$ cat src/shared/cisd_pkg.sv
// Constants, address map and types of the counter strobe decoder.
// Assumes one 125 MHz core clock; peripheral inputs arrive asynchronously.
package cisd_pkg;
    // ------------------------------------------------------------
    // Timing
    // ------------------------------------------------------------
    localparam int unsigned CLK_MHZ = 125;
    localparam int unsigned DISP_RST_US = 100;
    localparam int unsigned DISP_RST_CYC_DEF = DISP_RST_US * CLK_MHZ;
    localparam logic [13:0] GATE_SHORT_US = 14'h03e8;
    localparam logic [13:0] GATE_LONG_US = 14'h2710;
    // ------------------------------------------------------------
    // Address map
    // ------------------------------------------------------------
    localparam logic [7:0] A_DIVH = 8'h00;
    localparam logic [7:0] A_DIVL = 8'h01;
    localparam logic [7:0] A_TIM = 8'h02;
    localparam logic [7:0] A_PD = 8'h03;
    localparam logic [7:0] A_KBD = 8'h04;
    localparam logic [7:0] A_CTRA = 8'h06;
    localparam logic [7:0] A_CTRB = 8'h07;
    localparam logic [7:0] A_IBUS = 8'h08;
    localparam logic [7:0] A_DSP = 8'h09;
    localparam logic [7:0] A_STAT = 8'h0a;
    localparam logic [3:0] A_RAM_PAGE = 4'h1;
    // ------------------------------------------------------------
    // Strobe positions
    // ------------------------------------------------------------
    localparam int unsigned STB_W = 9;
    localparam int unsigned S_DIVH = 0;
    localparam int unsigned S_DIVL = 1;
    localparam int unsigned S_TIMW = 2;
    localparam int unsigned S_TIMR = 3;
    localparam int unsigned S_PDR = 4;
    localparam int unsigned S_PDW = 5;
    localparam int unsigned S_IBUS = 6;
    localparam int unsigned S_KBD = 7;
    localparam int unsigned S_CTR = 8;
    // ------------------------------------------------------------
    // Fields and reset values
    // ------------------------------------------------------------
    localparam int unsigned TIM_OSC_SEL = 0;
    localparam int unsigned TIM_START = 1;
    localparam int unsigned TIM_DIRECT = 2;
    localparam int unsigned DSP_WRITE = 0;
    localparam logic [7:0] TIM_RST = 8'h00;
    localparam logic [15:0] DIV_RST = 16'h0000;
    // ------------------------------------------------------------
    // Synchroniser vector layout
    // ------------------------------------------------------------
    localparam int unsigned SYNC_W = 30;
    localparam int unsigned SY_EXT = 0;
    localparam int unsigned SY_FM = 1;
    localparam int unsigned SY_FR = 2;
    localparam int unsigned SY_CNT = 3;
    localparam int unsigned SY_REF = 4;
    localparam int unsigned SY_IRQ = 5;
    localparam int unsigned SY_BUS = 6;
    localparam int unsigned SY_KBD = 14;
    localparam int unsigned SY_PD = 22;

    typedef enum logic {
        GT_IDLE = 1'b0,
        GT_RUN = 1'b1
    } cisd_gate_t;
endpackage : cisd_pkg

$ cat src/shared/cisd_ram_if.sv
// Display RAM port between the decoder and its memory.
// Assumes both ends run on the core clock.
`timescale 1ns/1ps
interface cisd_ram_if;
    logic wr;
    logic [3:0] waddr;
    logic [7:0] wdata;
    logic [3:0] raddr;
    logic [7:0] rdata;
    modport ctrl (output wr, output waddr, output wdata, output raddr, input rdata);
    modport mem (input wr, input waddr, input wdata, input raddr, output rdata);
endinterface : cisd_ram_if

$ cat src/rtl/cisd_disp_ram.sv
// Sixteen-digit display RAM with registered read data.
// Assumes the core clock and its clock enable.
`timescale 1ns/1ps
module cisd_disp_ram
    import cisd_pkg::*;
(
    // Clock and enable
    input wire logic i_core_clk,
    input wire logic i_ce,
    // RAM port
    cisd_ram_if.mem ram
);
    logic [7:0] mem [16];
    logic [7:0] rdata;

    always_ff @(posedge i_core_clk) begin
        if (i_ce) begin
            if (ram.wr) begin
                mem[ram.waddr] <= ram.wdata;
            end
            rdata <= mem[ram.raddr];
        end
    end

    assign ram.rdata = rdata;
endmodule : cisd_disp_ram

$ cat src/rtl/cisd_top.sv
// Processor-side strobe decoder, timing gate generator and counters.
// Assumes a plain one-cycle register port and asynchronous board inputs.
//
// Our own choices: the plain strobed port and the address map.
`timescale 1ns/1ps
module cisd_top
    import cisd_pkg::*;
#(
    parameter int unsigned DISP_RST_CYC = DISP_RST_CYC_DEF
)
(
    // Clock, enable, reset
    input wire logic i_core_clk,
    input wire logic i_ce,
    input wire logic i_rst_n,
    // Register port
    input wire logic [7:0] i_addr,
    input wire logic [7:0] i_wdata,
    input wire logic i_wr,
    input wire logic i_rd,
    output logic [7:0] o_rdata,
    // Peripheral strobes
    output logic o_divisor_high_load_n,
    output logic o_divisor_low_load_n,
    output logic o_timing_write_n,
    output logic o_timing_read_n,
    output logic o_power_detect_read_n,
    output logic o_power_detect_write_n,
    output logic o_instrument_bus_select_n,
    output logic o_keypad_read_n,
    output logic o_counter_read_n,
    // Shared data bus
    output logic [7:0] o_bus_data,
    output logic o_bus_data_oe,
    input wire logic [7:0] i_bus_data,
    // Board inputs
    input wire logic [7:0] i_pd_data,
    input wire logic [7:0] i_keypad_data,
    input wire logic i_interrupt_request_n,
    input wire logic i_ref_1mhz,
    input wire logic i_count_pulse,
    input wire logic i_free_run_diag_n,
    input wire logic i_fm_mode_select_n,
    input wire logic i_ext_timebase_select_n,
    // Synthesizer and loop
    output logic [15:0] o_divisor,
    output logic o_loop_filter_wide,
    output logic o_measure_start,
    // Counting gates
    output logic o_if_count_gate_n,
    output logic o_oscillator_counter_select,
    output logic o_count_en_a,
    output logic o_count_en_b,
    output logic o_direct_count_gate_n,
    // Misc control
    output logic [15:0] o_free_run_addr,
    output logic o_long_gate,
    output logic o_timebase_ext_sel,
    output logic o_irq_pending,
    // Display
    output logic o_display_blank_reset_n,
    output logic o_display_ram_write,
    output logic o_fm_indicator,
    output logic [7:0] o_display_data,
    output logic [3:0] o_display_digit
);
    // ------------------------------------------------------------
    // Decode
    // ------------------------------------------------------------
    function automatic logic [STB_W-1:0] cisd_decode(input logic [7:0] a, input logic wr,
                                                     input logic rd);
        logic [STB_W-1:0] s;
        s = '0;
        unique case (a)
            A_DIVH: s[S_DIVH] = wr;
            A_DIVL: s[S_DIVL] = wr;
            A_TIM: begin
                s[S_TIMW] = wr;
                s[S_TIMR] = rd;
            end
            A_PD: begin
                s[S_PDW] = wr;
                s[S_PDR] = rd;
            end
            A_KBD: s[S_KBD] = rd;
            A_CTRA, A_CTRB: s[S_CTR] = rd;
            A_IBUS: s[S_IBUS] = wr | rd;
            default: s = '0;
        endcase
        return s;
    endfunction : cisd_decode

    // ------------------------------------------------------------
    // Input synchronisers
    // ------------------------------------------------------------
    logic [SYNC_W-1:0] sy1;
    logic [SYNC_W-1:0] sy2;
    logic cnt_q;
    logic ref_q;

    always_ff @(posedge i_core_clk) begin
        if (i_ce) begin
            sy1 <= {i_pd_data, i_keypad_data, i_bus_data, i_interrupt_request_n, i_ref_1mhz,
                    i_count_pulse, i_free_run_diag_n, i_fm_mode_select_n,
                    i_ext_timebase_select_n};
            sy2 <= sy1;
        end
    end

    // ------------------------------------------------------------
    // State
    // ------------------------------------------------------------
    cisd_ram_if ram ();
    logic [STB_W-1:0] strb, next_strb;
    logic [7:0] bus_q, next_bus_q;
    logic [7:0] rdata, next_rdata;
    logic [15:0] divisor, next_divisor;
    logic [7:0] tim_ctl, next_tim_ctl;
    logic filt, next_filt;
    cisd_gate_t gate, next_gate;
    logic [13:0] gate_cnt, next_gate_cnt;
    logic [7:0] cnt_a, next_cnt_a;
    logic [7:0] cnt_b, next_cnt_b;
    logic [15:0] free_addr, next_free_addr;
    logic [15:0] rst_cnt, next_rst_cnt;
    logic blank_n, next_blank_n;
    logic dsp_wr, next_dsp_wr;
    logic [3:0] scan, next_scan;
    logic [3:0] digit, next_digit;
    logic [7:0] disp, next_disp;
    logic next_cnt_q;
    logic next_ref_q;
    logic if_on;
    logic dir_on;

    assign if_on = (gate == GT_RUN) && !tim_ctl[TIM_DIRECT];
    assign dir_on = (gate == GT_RUN) && tim_ctl[TIM_DIRECT];

    always_comb begin
        next_strb = cisd_decode(i_addr, i_wr, i_rd);
        next_bus_q = i_wr ? i_wdata : bus_q;
        next_rdata = 8'h00;
        next_divisor = divisor;
        next_tim_ctl = tim_ctl;
        next_filt = filt;
        next_gate = gate;
        next_gate_cnt = gate_cnt;
        next_cnt_a = cnt_a;
        next_cnt_b = cnt_b;
        next_free_addr = free_addr;
        next_rst_cnt = rst_cnt;
        next_blank_n = blank_n;
        next_dsp_wr = dsp_wr;
        next_scan = scan;
        next_digit = scan;
        next_disp = 8'h00;
        next_cnt_q = sy2[SY_CNT];
        next_ref_q = sy2[SY_REF];
        // Captures at the strobe's rising edge
        if (strb[S_DIVH]) begin
            next_divisor[15:8] = bus_q;
        end
        if (strb[S_DIVL]) begin
            next_divisor[7:0] = bus_q;
        end
        if (strb[S_PDW]) begin
            next_filt = bus_q[0];
        end
        if (strb[S_TIMW]) begin
            next_tim_ctl = bus_q;
        end
        if (i_rd) begin
            unique case (i_addr)
                A_TIM: next_rdata = {5'h00, gate == GT_RUN, tim_ctl[TIM_DIRECT],
                                     tim_ctl[TIM_OSC_SEL]};
                A_PD: next_rdata = sy2[SY_PD +: 8];
                A_KBD: next_rdata = sy2[SY_KBD +: 8];
                A_CTRA, A_CTRB: next_rdata = i_addr[0] ? cnt_b : cnt_a;
                A_IBUS: next_rdata = sy2[SY_BUS +: 8];
                A_DSP: next_rdata = {7'h00, dsp_wr};
                A_STAT: next_rdata = {3'h0, !sy2[SY_IRQ], !sy2[SY_FR], !sy2[SY_FM],
                                      !sy2[SY_EXT], blank_n};
                default: next_rdata = 8'h00;
            endcase
        end
        if (i_wr && i_addr == A_DSP) begin
            next_dsp_wr = i_wdata[DSP_WRITE];
        end
        // Gate period generator, 1 MHz ticks
        unique case (gate)
            GT_IDLE: begin
                if (strb[S_TIMW] && bus_q[TIM_START]) begin
                    next_gate = GT_RUN;
                    next_gate_cnt = sy2[SY_FM] ? GATE_SHORT_US : GATE_LONG_US;
                end
            end
            GT_RUN: begin
                if (sy2[SY_REF] && !ref_q) begin
                    next_gate_cnt = gate_cnt - 14'h0001;
                    if (gate_cnt == 14'h0001) begin
                        next_gate = GT_IDLE;
                    end
                end
            end
        endcase
        if (if_on && sy2[SY_CNT] && !cnt_q) begin
            if (tim_ctl[TIM_OSC_SEL]) begin
                next_cnt_b = cnt_b + 8'h01;
            end else begin
                next_cnt_a = cnt_a + 8'h01;
            end
        end
        if (!sy2[SY_FR]) begin
            next_free_addr = free_addr + 16'h0001;
        end
        if (!blank_n) begin
            next_rst_cnt = rst_cnt + 16'h0001;
            if (rst_cnt == 16'(DISP_RST_CYC - 1)) begin
                next_blank_n = 1'b1;
            end
        end
        if (!dsp_wr) begin
            next_scan = scan + 4'h1;
            if (blank_n) begin
                next_disp = ram.rdata;
            end
        end
    end

    always_ff @(posedge i_core_clk) begin
        if (!i_rst_n) begin
            strb <= '0;
            bus_q <= 8'h00;
            rdata <= 8'h00;
            divisor <= DIV_RST;
            tim_ctl <= TIM_RST;
            filt <= 1'b0;
            gate <= GT_IDLE;
            gate_cnt <= 14'h0000;
            cnt_a <= 8'h00;
            cnt_b <= 8'h00;
            free_addr <= 16'h0000;
            rst_cnt <= 16'h0000;
            blank_n <= 1'b0;
            dsp_wr <= 1'b0;
            scan <= 4'h0;
            digit <= 4'h0;
            disp <= 8'h00;
            cnt_q <= 1'b0;
            ref_q <= 1'b0;
        end else if (i_ce) begin
            strb <= next_strb;
            bus_q <= next_bus_q;
            rdata <= next_rdata;
            divisor <= next_divisor;
            tim_ctl <= next_tim_ctl;
            filt <= next_filt;
            gate <= next_gate;
            gate_cnt <= next_gate_cnt;
            cnt_a <= next_cnt_a;
            cnt_b <= next_cnt_b;
            free_addr <= next_free_addr;
            rst_cnt <= next_rst_cnt;
            blank_n <= next_blank_n;
            dsp_wr <= next_dsp_wr;
            scan <= next_scan;
            digit <= next_digit;
            disp <= next_disp;
            cnt_q <= next_cnt_q;
            ref_q <= next_ref_q;
        end
    end

    // ------------------------------------------------------------
    // Display RAM
    // ------------------------------------------------------------
    assign ram.wr = i_wr && (i_addr[7:4] == A_RAM_PAGE) && dsp_wr;
    assign ram.waddr = i_addr[3:0];
    assign ram.wdata = i_wdata;
    assign ram.raddr = scan;

    cisd_disp_ram u_ram (
        .i_core_clk(i_core_clk),
        .i_ce(i_ce),
        .ram(ram)
    );

    // ------------------------------------------------------------
    // Outputs
    // ------------------------------------------------------------
    assign o_rdata = rdata;
    assign o_divisor_high_load_n = !strb[S_DIVH];
    assign o_divisor_low_load_n = !strb[S_DIVL];
    assign o_timing_write_n = !strb[S_TIMW];
    assign o_timing_read_n = !strb[S_TIMR];
    assign o_power_detect_read_n = !strb[S_PDR];
    assign o_power_detect_write_n = !strb[S_PDW];
    assign o_instrument_bus_select_n = !strb[S_IBUS];
    assign o_keypad_read_n = !strb[S_KBD];
    assign o_counter_read_n = !strb[S_CTR];
    assign o_bus_data = bus_q;
    // Instrument-bus accesses leave the shared bus to the option board
    assign o_bus_data_oe = strb[S_DIVH] | strb[S_DIVL] | strb[S_TIMW] | strb[S_PDW];
    assign o_divisor = divisor;
    assign o_loop_filter_wide = filt;
    assign o_measure_start = strb[S_PDW];
    assign o_if_count_gate_n = !if_on;
    assign o_oscillator_counter_select = tim_ctl[TIM_OSC_SEL];
    assign o_count_en_a = if_on && !tim_ctl[TIM_OSC_SEL];
    assign o_count_en_b = if_on && tim_ctl[TIM_OSC_SEL];
    assign o_direct_count_gate_n = !dir_on;
    assign o_free_run_addr = free_addr;
    assign o_long_gate = !sy2[SY_FM];
    assign o_fm_indicator = !sy2[SY_FM];
    assign o_timebase_ext_sel = !sy2[SY_EXT];
    assign o_irq_pending = !sy2[SY_IRQ];
    assign o_display_blank_reset_n = blank_n;
    assign o_display_ram_write = dsp_wr;
    assign o_display_data = disp;
    assign o_display_digit = digit;

    // ------------------------------------------------------------
    // Assertions
    // ------------------------------------------------------------
    property p_divh;
        @(posedge i_core_clk) disable iff (!i_rst_n)
        (i_ce && !o_divisor_high_load_n) |=> (o_divisor[15:8] == $past(o_bus_data));
    endproperty
    a_divh: assert property (p_divh) else $error("divisor high not captured");

    property p_divl;
        @(posedge i_core_clk) disable iff (!i_rst_n)
        (i_ce && !o_divisor_low_load_n) |=> (o_divisor[7:0] == $past(o_bus_data));
    endproperty
    a_divl: assert property (p_divl) else $error("divisor low not captured");

    property p_timw;
        @(posedge i_core_clk) disable iff (!i_rst_n)
        (i_ce && !o_timing_write_n) |=> (o_oscillator_counter_select == $past(o_bus_data[0]));
    endproperty
    a_timw: assert property (p_timw) else $error("timing register not loaded");

    property p_timr;
        @(posedge i_core_clk) disable iff (!i_rst_n)
        (i_ce && i_rd && i_addr == A_TIM) |=> !o_timing_read_n;
    endproperty
    a_timr: assert property (p_timr) else $error("timing read strobe missing");

    property p_meas;
        @(posedge i_core_clk) disable iff (!i_rst_n)
        o_measure_start == !o_power_detect_write_n;
    endproperty
    a_meas: assert property (p_meas) else $error("measure not tied to strobe");

    property p_filt;
        @(posedge i_core_clk) disable iff (!i_rst_n)
        (i_ce && !o_power_detect_write_n) |=> (o_loop_filter_wide == $past(o_bus_data[0]));
    endproperty
    a_filt: assert property (p_filt) else $error("loop filter select wrong");

    property p_onehot;
        @(posedge i_core_clk) disable iff (!i_rst_n)
        $onehot0(strb);
    endproperty
    a_onehot: assert property (p_onehot) else $error("two strobes at once");

    property p_blank;
        @(posedge i_core_clk) disable iff (!i_rst_n)
        !o_display_blank_reset_n |-> (o_display_data == 8'h00);
    endproperty
    a_blank: assert property (p_blank) else $error("display lit during reset");

    property p_ctr_sel;
        @(posedge i_core_clk) disable iff (!i_rst_n)
        o_count_en_b |-> (!o_if_count_gate_n && o_oscillator_counter_select && !o_count_en_a);
    endproperty
    a_ctr_sel: assert property (p_ctr_sel) else $error("counter select mismatch");

    property p_free;
        @(posedge i_core_clk) disable iff (!i_rst_n)
        (i_ce && !sy2[SY_FR]) |=> (o_free_run_addr == 16'($past(o_free_run_addr) + 16'h0001));
    endproperty
    a_free: assert property (p_free) else $error("free run address not stepping");
endmodule : cisd_top

$ cat config.mk
export PLATFORM = sky130hd
export DESIGN_NAME = cisd_top
export DESIGN_NICKNAME = d
export VERILOG_FILES = /design/src/shared/cisd_pkg.sv /design/src/shared/cisd_ram_if.sv /design/src/rtl/cisd_disp_ram.sv /design/src/rtl/cisd_top.sv
export SDC_FILE = /design/constraint.sdc
export NUM_CORES = 1
export LEC_CHECK = 0
export BUFFER_PORTS_ARGS = -buffer_cell sky130_fd_sc_hd__buf_4
export CAP_MARGIN = 0
export CORE_MARGIN = 4
export CORE_UTILIZATION = 50
export CTS_BUF_LIST = sky130_fd_sc_hd__clkbuf_4 sky130_fd_sc_hd__clkbuf_8
export CTS_CLUSTER_DIAMETER = 200
export DETAILED_ROUTE_END_ITERATION = 16
export PLACE_DENSITY = 0.69
export SETUP_SLACK_MARGIN = 0.1
export SLEW_MARGIN = 20
export SYNTH_ARGS = -nofsm -noshare
export SYNTH_HDL_FRONTEND = slang
export SYNTH_SLANG_ARGS = --single-unit
$ cat constraint.sdc
create_clock -name i_core_clk -period 2.88 [get_ports i_core_clk]
set_clock_uncertainty 0.1 [all_clocks]
set_input_delay 0.144 -clock i_core_clk [delete_from_list [all_inputs] [get_ports i_core_clk]]
set_output_delay 0.144 -clock i_core_clk [all_outputs]
set_load 0.01 [all_outputs]
==> impl_metrics.py, run 1 <==
metrics = {
    "run": {
        "cap_violations": 0,
    },
    "die": {
        "coreArea_mm2": 0.0253,
        "dieWidth_um": 169,
        "io_pins": 134,
        "die-area_mm2": 0.0284,
        "die_y_um": 169,
        "start_util_pct": 51.1,
        "row_count": 58,
    },
    "yosys": {
        "netlist_top_cells_area": "edfxtp_1 (46%), dfxtp_1 (20%), mux4_2 (5.6%)",
        "avgSynthCellArea_um2": 13.1,
        "synth_enable_flop_cells": 196,
        "seq_area_frac_synth_pct": 65.3,
        "async_flop_share_pct": 0,
        "yosys_warnings": 0,
        "netlist.area_leader.share_pct": 45.6,
        "synthesis.nets": 1046,
        "synthCells": 988,
        "ys_types": 64,
        "synth_area_leader_cell": "edfxtp_1",
        "yosys_register_bits": 323,
        "synth_area_mm2": 0.0129,
        "synth-main-ff-cell": "edfxtp_1",
    },
    "route": {
        "drc_errors": 0,
        "drtIter0Drc": 709,
        "finalWirelength_um": 29400,
        "vias": 8617,
        "drt_first_pass_iters": 5,
        "vias_per_cell": 5.51,
        "wl_per_cell_um": 18.8,
        "drtAntennaViolNets": 0,
    },
    "placed_design": {
        "gp_congestion": 0.824,
        "portBuffers": 133,
        "dp_hpwl_um": 18800,
        "placedCellCount": 1425,
    },
    "critical_path": {
        "cp_data_arrival_time_ps": 2470,
        "critPathCaptureType": "register",
        "cp-start-kind": "register",
        "crit_fanout": 12,
        "cp.required_ps": 3280,
        "critPathKind": "reg2reg",
    },
    "sta": {
        "drv_slew": 0,
        "max_clock_freq_mhz": 482,
        "worst_pin_slew_ps": 875,
        "rsz0062_at_grt": "no",
        "period_share_pct": 72.0,
        "fin_crit_ps": 2070,
        "hold_violations": 0,
        "slew_headroom_pct": 40.8,
        "tns_ps": 0,
        "setup_viol": 0,
    },
    "cells_and_area": {
        "nNetsFinal": 1251,
        "final_common_cell": "edfxtp_1",
        "instances_no_fill": 1563,
        "syn_to_final_growth_pct": 22.7,
        "insertedDiodeCount": 0,
        "layout_common_cells": "edfxtp_1 (196), buf_4 (160), dfxtp_1 (126)",
        "final_layout_size_suffix_gt1_share_pct": 24.4,
    },
    "global_route": {
        "gr-usage-met2_pct": 32.1,
        "grtUsageMet1_pct": 28.7,
        "top_usage_layer": "met2",
        "track_usage_pct": 20.3,
        "grt_pass1_wl_um": 46100,
        "grt_antenna_before_repair": 0,
        "grt_start_max_net_pins": 103,
        "grt_pass1_vias": 8452,
        "use_met3_pct": 4.20,
        "grt-ovfl-total": 0,
    },
    "power": {
        "power_density_mw_per_mm2": 602,
        "cellLeakagePower_nw": 5.65,
        "vdd.ir_drop.worst_v": 0.000411,
    },
    "cts": {
        "clk_latency_ps": 560,
        "root_buffer": "clkbuf_8",
        "numCtsBuffers": 52,
        "cts-resized-gates": 0,
        "clk_pin_slew_worst_paths_ps": 60,
        "cts_tree": "yes",
        "max-clock-path-buffers": 3,
        "cts_sinks": 323,
        "htree_levels": 2,
    },
    "min_path": {
        "hp-class": "in2reg",
    },
    "status": {
        "status": "complete, no violations",
    },
}
==> worst paths after layout <==
| kind | startpoint | end | slack, ps | cells after the start |
|---|---|---|---|---|
| setup / recovery | ref_q | gate_cnt[10] | 810 | 4 |
| hold / removal | i_addr[2] | strb[1] | 90 | 4 |
| setup reg to reg | ref_q | gate_cnt[10] | 810 | 4 |
| hold reg to reg | sy1[13] | sy2[13] | 310 | 0 |
==> power by group <==
group | switching [mW] | internal [mW]
registers | 0.0450 | 5.00
clock network | 1.71 | 2.27
logic | 0.271 | 0.235
==> kinds of logic after synthesis <==
group | Yosys count | share of synthesized area, %
simple gates | 336 | 13.4
flops | 323 | 65.3
compound gates | 143 | 7.53
buf+inv | 78 | 2.51
mux | 63 | 8.01
xor+xnor | 38 | 2.58
fa+ha+maj | 7 | 0.679
==> cell usage after synthesis (all sizes together) (3+ instances only) <==
library cell	n
nand3b	7
nand2	84
a22oi	21
o31ai	4
mux4	32
a22o	6
nor4bb	3
xor2	19
or2	4
o21a	3
a2bb2oi	5
edfxtp	196
a21oi	61
mux2i	29
and2	12
nand4	16
nor2b	9
or4	8
nand4b	6
nor4b	4
nor4	10
a2111oi	4
nand3	46
xnor2	19
buf	15
nor3	21
nor2	70
o22ai	10
inv	23
ha	7
or3	4
dfxtp	127
o211ai	6
clkbuf	40
o21ai	7
a211oi	3
nand2b	20
==> metrics by stage <==
stage	power [mW]	utilization, %	setup slack [ps]	hold WS (ps)	instance area, um^2
after floorplan	5.39	-	621	143	12900
after global placement	5.60	56.7	800	223	14300
after detailed placement	5.61	56.7	802	223	14300
after CTS	9.63	62.7	804	54.2	15800
after global routing	9.92	62.7	690	109	15800
final	9.53	62.7	806	88.2	15800
==> state kept, by name, indices dropped and copies added (netlist names), 8 cells and up <==
name / count
u_ram.mem: 128
sy1: 30
sy2: 30
o_divisor: 16
o_free_run_addr: 16
rst_cnt: 16
gate_cnt: 14
strb: 9
cnt_a: 8
cnt_b: 8
o_bus_data: 8
o_display_data: 8
o_rdata: 8
u_ram.ram.rdata: 8
==> worst max-delay path, cell delays in order, from the launching register on <==
cell and delay [ps]:
dfxtp_1 310, nand4b_1 560, or3b_2 640, mux2_2 280, a21oi_1 110
==> area by class of cell <==
cell class              instances  area [um^2]
well taps                     330          413
multi-input cells             587         4160
repair buffers                206         1680
clock buffers                  80          951
fillers                      1970         9420
inverters                      23         87.6
clock inverters                14          118
flip-flops and latches        323         8430
==> routing by layer <==
metal	routed length, um	up-vias
met5	0	-
met4	622	0
met3	2100	52
met2	13600	305
met1	13100	4139
li1	-	4121
==> what timing repair did <==
action                                 in CTS  in global routing
endpoints found under the hold margin     194                  0
setup buffers                               0                  0
hold buffers                               44                  0
(Power assumes the default switching activity.)
==> inputs of run 2 (changes only) <==
--- a/config.mk
+++ b/config.mk
@@ -5,6 +5,7 @@
 export SDC_FILE = /design/constraint.sdc
 export NUM_CORES = 1
 export LEC_CHECK = 0
+export ABC_AREA = 1
 export BUFFER_PORTS_ARGS = -buffer_cell sky130_fd_sc_hd__buf_4
 export CAP_MARGIN = 0
 export CORE_MARGIN = 4
@@ -12,7 +13,7 @@
 export CTS_BUF_LIST = sky130_fd_sc_hd__clkbuf_4 sky130_fd_sc_hd__clkbuf_8
 export CTS_CLUSTER_DIAMETER = 200
 export DETAILED_ROUTE_END_ITERATION = 16
-export PLACE_DENSITY = 0.69
+export PLACE_DENSITY = 0.72
 export SETUP_SLACK_MARGIN = 0.1
 export SLEW_MARGIN = 20
 export SYNTH_ARGS = -nofsm -noshare
==> constraint.sdc (replaced) <==
create_clock -name i_core_clk -period 1.85 [get_ports i_core_clk]
set_clock_uncertainty 0.1 [all_clocks]
set_input_delay 0.0925 -clock i_core_clk [delete_from_list [all_inputs] [get_ports i_core_clk]]
set_output_delay 0.0925 -clock i_core_clk [all_outputs]
set_load 0.01 [all_outputs]
==> impl_metrics.py, run 2 <==
metrics = {
    "power": {
        "p_total_mw": 14.9,
        "vdd.ir_drop.worst_v": 0.000675,
        "power_density_mw_per_mm2": 901,
        "cellLeakagePower_nw": 6.22,
    },
    "yosys": {
        "synthesis.nets": 1391,
        "synthMuxAreaShare_pct": 0.304,
        "synth_area_mm2": 0.0132,
        "synthCells": 1333,
        "ys_top_cells_by_count": "nor2_1 (221), nand2_1 (199), edfxtp_1 (196), o21ai_0 (144), dfxtp_1 (127)",
        "yosys_register_bits": 323,
        "ys_types": 41,
        "synth-simple-area-share_pct": 18.5,
        "yosys_warnings": 0,
        "synthAdderAreaFrac_pct": 0.665,
        "netlist_top_cells_area": "edfxtp_1 (45%), dfxtp_1 (19%), nor2_1 (6.3%)",
        "netlist.area_leader.share_pct": 44.7,
        "synth-xor-area-share_pct": 0.399,
        "avgSynthCellArea_um2": 9.88,
        "synth-compound-area-share_pct": 11.2,
        "synth_area_leader_cell": "edfxtp_1",
        "seq_area_frac_synth_pct": 64.0,
        "synth-main-ff-cell": "edfxtp_1",
        "synth_enable_flop_cells": 196,
        "yosysMostFrequentCell": "nor2_1",
        "synth_top_family_by_area": "simple AND/OR/NAND/NOR gates",
        "async_flop_share_pct": 0,
    },
    "placed_design": {
        "gp_congestion": 0.925,
        "portBuffers": 133,
        "placed_area_mm2": 0.0147,
        "dp_hpwl_um": 21300,
    },
    "critical_path": {
        "cp-start-kind": "register",
        "worstReg2RegEnd": "u_ram.mem[4][4]",
        "critical-path-slowest-cell": "nor2_2",
        "cp_data_arrival_time_ps": 1850,
        "path_buf_inv": 1,
        "ff2ff_path_depth": 5,
        "cp_top_family": "simple AND/OR/NAND/NOR gates",
        "critPathCaptureType": "register",
        "crit_chain": "inv_1, nor3_2, and3_4, nand2_1, nor2_2",
        "r2r_start": "o_display_ram_write",
        "cp.required_ps": 1990,
        "crit_fanout": 8,
        "r2r_slack_ps": 150,
        "critPathKind": "reg2reg",
        "slowest_delay_ps": 360,
    },
    "cts": {
        "root_buffer": "clkbuf_8",
        "cts_sinks": 323,
        "cts_tree": "yes",
        "clk_pin_slew_worst_paths_ps": 60,
        "numCtsBuffers": 51,
        "max-clock-path-buffers": 3,
        "clk_latency_ps": 590,
        "htree_levels": 2,
    },
    "global_route": {
        "grt-ovfl-total": 0,
        "track_usage_pct": 22.3,
        "grt_pass1_vias": 9974,
        "grt_antenna_before_repair": 0,
        "grt_pass1_wl_um": 51700,
        "grt_start_max_net_pins": 74,
    },
    "route": {
        "vias": 10500,
        "finalWirelength_um": 33300,
        "vias_per_cell": 5.39,
        "drtIter0Drc": 966,
        "drt_first_pass_iters": 5,
        "drtAntennaViolNets": 0,
        "wl_per_cell_um": 17.1,
        "drc_errors": 0,
    },
    "sta": {
        "rsz0062_at_grt": "yes",
        "whs_ps": 7.13,
        "period_share_pct": 92.0,
        "hold_violations": 0,
        "worst_pin_slew_ps": 668,
        "max_clock_freq_mhz": 587,
        "slew_headroom_pct": 55.5,
        "tns_ps": 0,
        "setup_viol": 0,
        "fin_crit_ps": 1700,
        "drv_slew": 0,
    },
    "cells_and_area": {
        "syn_to_final_growth_pct": 25.4,
        "nNetsFinal": 1627,
        "insertedDiodeCount": 0,
        "final_common_cell": "nor2_1",
        "final_layout_size_suffix_gt1_share_pct": 19.8,
        "largest_register_ffs": 128,
        "regMostFlops": "u_ram.mem",
        "layout_common_cells": "nor2_1 (214), nand2_1 (199), edfxtp_1 (196)",
        "fill_cells": 2053,
        "reg_top3": "u_ram.mem x128, sy1 x30, sy2 x30",
        "fin_area_mm2": 0.0165,
    },
    "die": {
        "io_pins": 134,
        "start_util_pct": 50.7,
        "dieWidth_um": 170,
        "die_y_um": 170,
        "coreArea_mm2": 0.0260,
        "die-area_mm2": 0.0290,
        "row_count": 59,
    },
    "status": {
        "status": "complete, no violations",
    },
    "min_path": {
        "hold_end": "o_divisor[1]",
        "hp-class": "in2reg",
        "min_path_cells": 5,
        "hold_path_startpoint": "i_ce",
    },
    "run": {
        "cap_violations": 0,
    },
}
run 2: changes by cell type in the layout (fill, tap and decap cells not counted), moves of 17 or more:
cell | previous run | this run
inv_1 | 22 | 97
mux4_2 | 32 | 0
mux2i_1 | 29 | 4
nand2_1 | 84 | 199
nor2_1 | 70 | 214
o21ai_0 | 7 | 140
o211ai_1 | 6 | 30
xnor2_1 | 19 | 2
a21oi_1 | 60 | 78
a22oi_1 | 21 | 0
nand2b_1 | 20 | 0
run 2: where the power goes:
group / leakage (nW) / internal [mW] / switching [mW]
Clock: 0.541 / 3.26 / 2.78
Sequential: 2.84 / 7.80 / 0.0751
Combinational: 2.83 / 0.379 / 0.589
Total: 6.22 / 11.4 / 3.45
run 2: final cells by class:
cell class                      count  area [um^2]  share of cell area, %
Inverter                          112          427                   2.58
Clock buffer                       69          843                   5.10
Clock inverter                     26          176                   1.07
Tap cell                          335          419                   2.54
Multi-Input combinational cell    847         4190                   25.4
Timing Repair Buffer              234         2030                   12.3
Sequential cell                   323         8430                   51.0
run 2: logic make-up (layout without fill, tap and decap cells):
logic type | Yosys count | after routing
buffers and inverters | 163 | 441
AOI/OAI and AO/OA | 271 | 271
muxes | 4 | 4
adders and majority gates | 7 | 7
xor gates and xnor gates | 6 | 6
DFF | 323 | 323
and+or+nand+nor | 559 | 559
run 2: worst min-delay path, stage by stage:
cell,delay (ps)
buf_4,100
buf_12,150
nand2_1,80
clkinv_1,130
a21oi_1,80
run 2: worst max path at each step:
stage	from	end	slack [ps]	depth (start not counted)
3_5_place_dp	o_display_ram_write	u_ram.mem[10][3]	-50	5
3_3_place_gp	o_display_ram_write	u_ram.mem[10][1]	-30	5
2_1_floorplan	o_display_ram_write	u_ram.mem[11][0]	-6	5
4_1_cts	o_display_ram_write	u_ram.mem[1][1]	100	7
6_report	o_display_ram_write	u_ram.mem[4][4]	150	5
5_1_grt	gate_cnt[0]	gate_cnt[10]	10	9
run 2: what timing repair did:
item	CTS	global route
cloned	0	1
pin swaps	1	4
resized for setup	4	26
hold endpoints to repair	304	9
setup endpoints to repair	44	117
setup buffers	0	1
hold buffers	59	2
run 2: per-stage QoR:
| stage | setup WS, ps | util [%] | instances |
|---|---|---|---|
| 2_1_floorplan | -5.61 | - | 1333 |
| 3_3_place_gp | -29.3 | 56.8 | 1788 |
| 3_5_place_dp | -47.5 | 56.8 | 1788 |
| 4_1_cts | 104 | 63.0 | 1942 |
| 5_1_grt | 14.4 | 63.6 | 1946 |
| 6_report | 147 | 63.6 | 1946 |
run 2: layer usage:
metal / GRT usage, % / wire length (um) / share of wire (%) / up-vias
li1: - / - / - / 5051
met1: 31.2 / 14500 / 44 / 4925
met2: 34.5 / 15000 / 45 / 435
met3: 4.90 / 2600 / 7.8 / 79
met4: 7.99 / 1160 / 3.5 / 0
met5: 0 / 0 / 0 / -
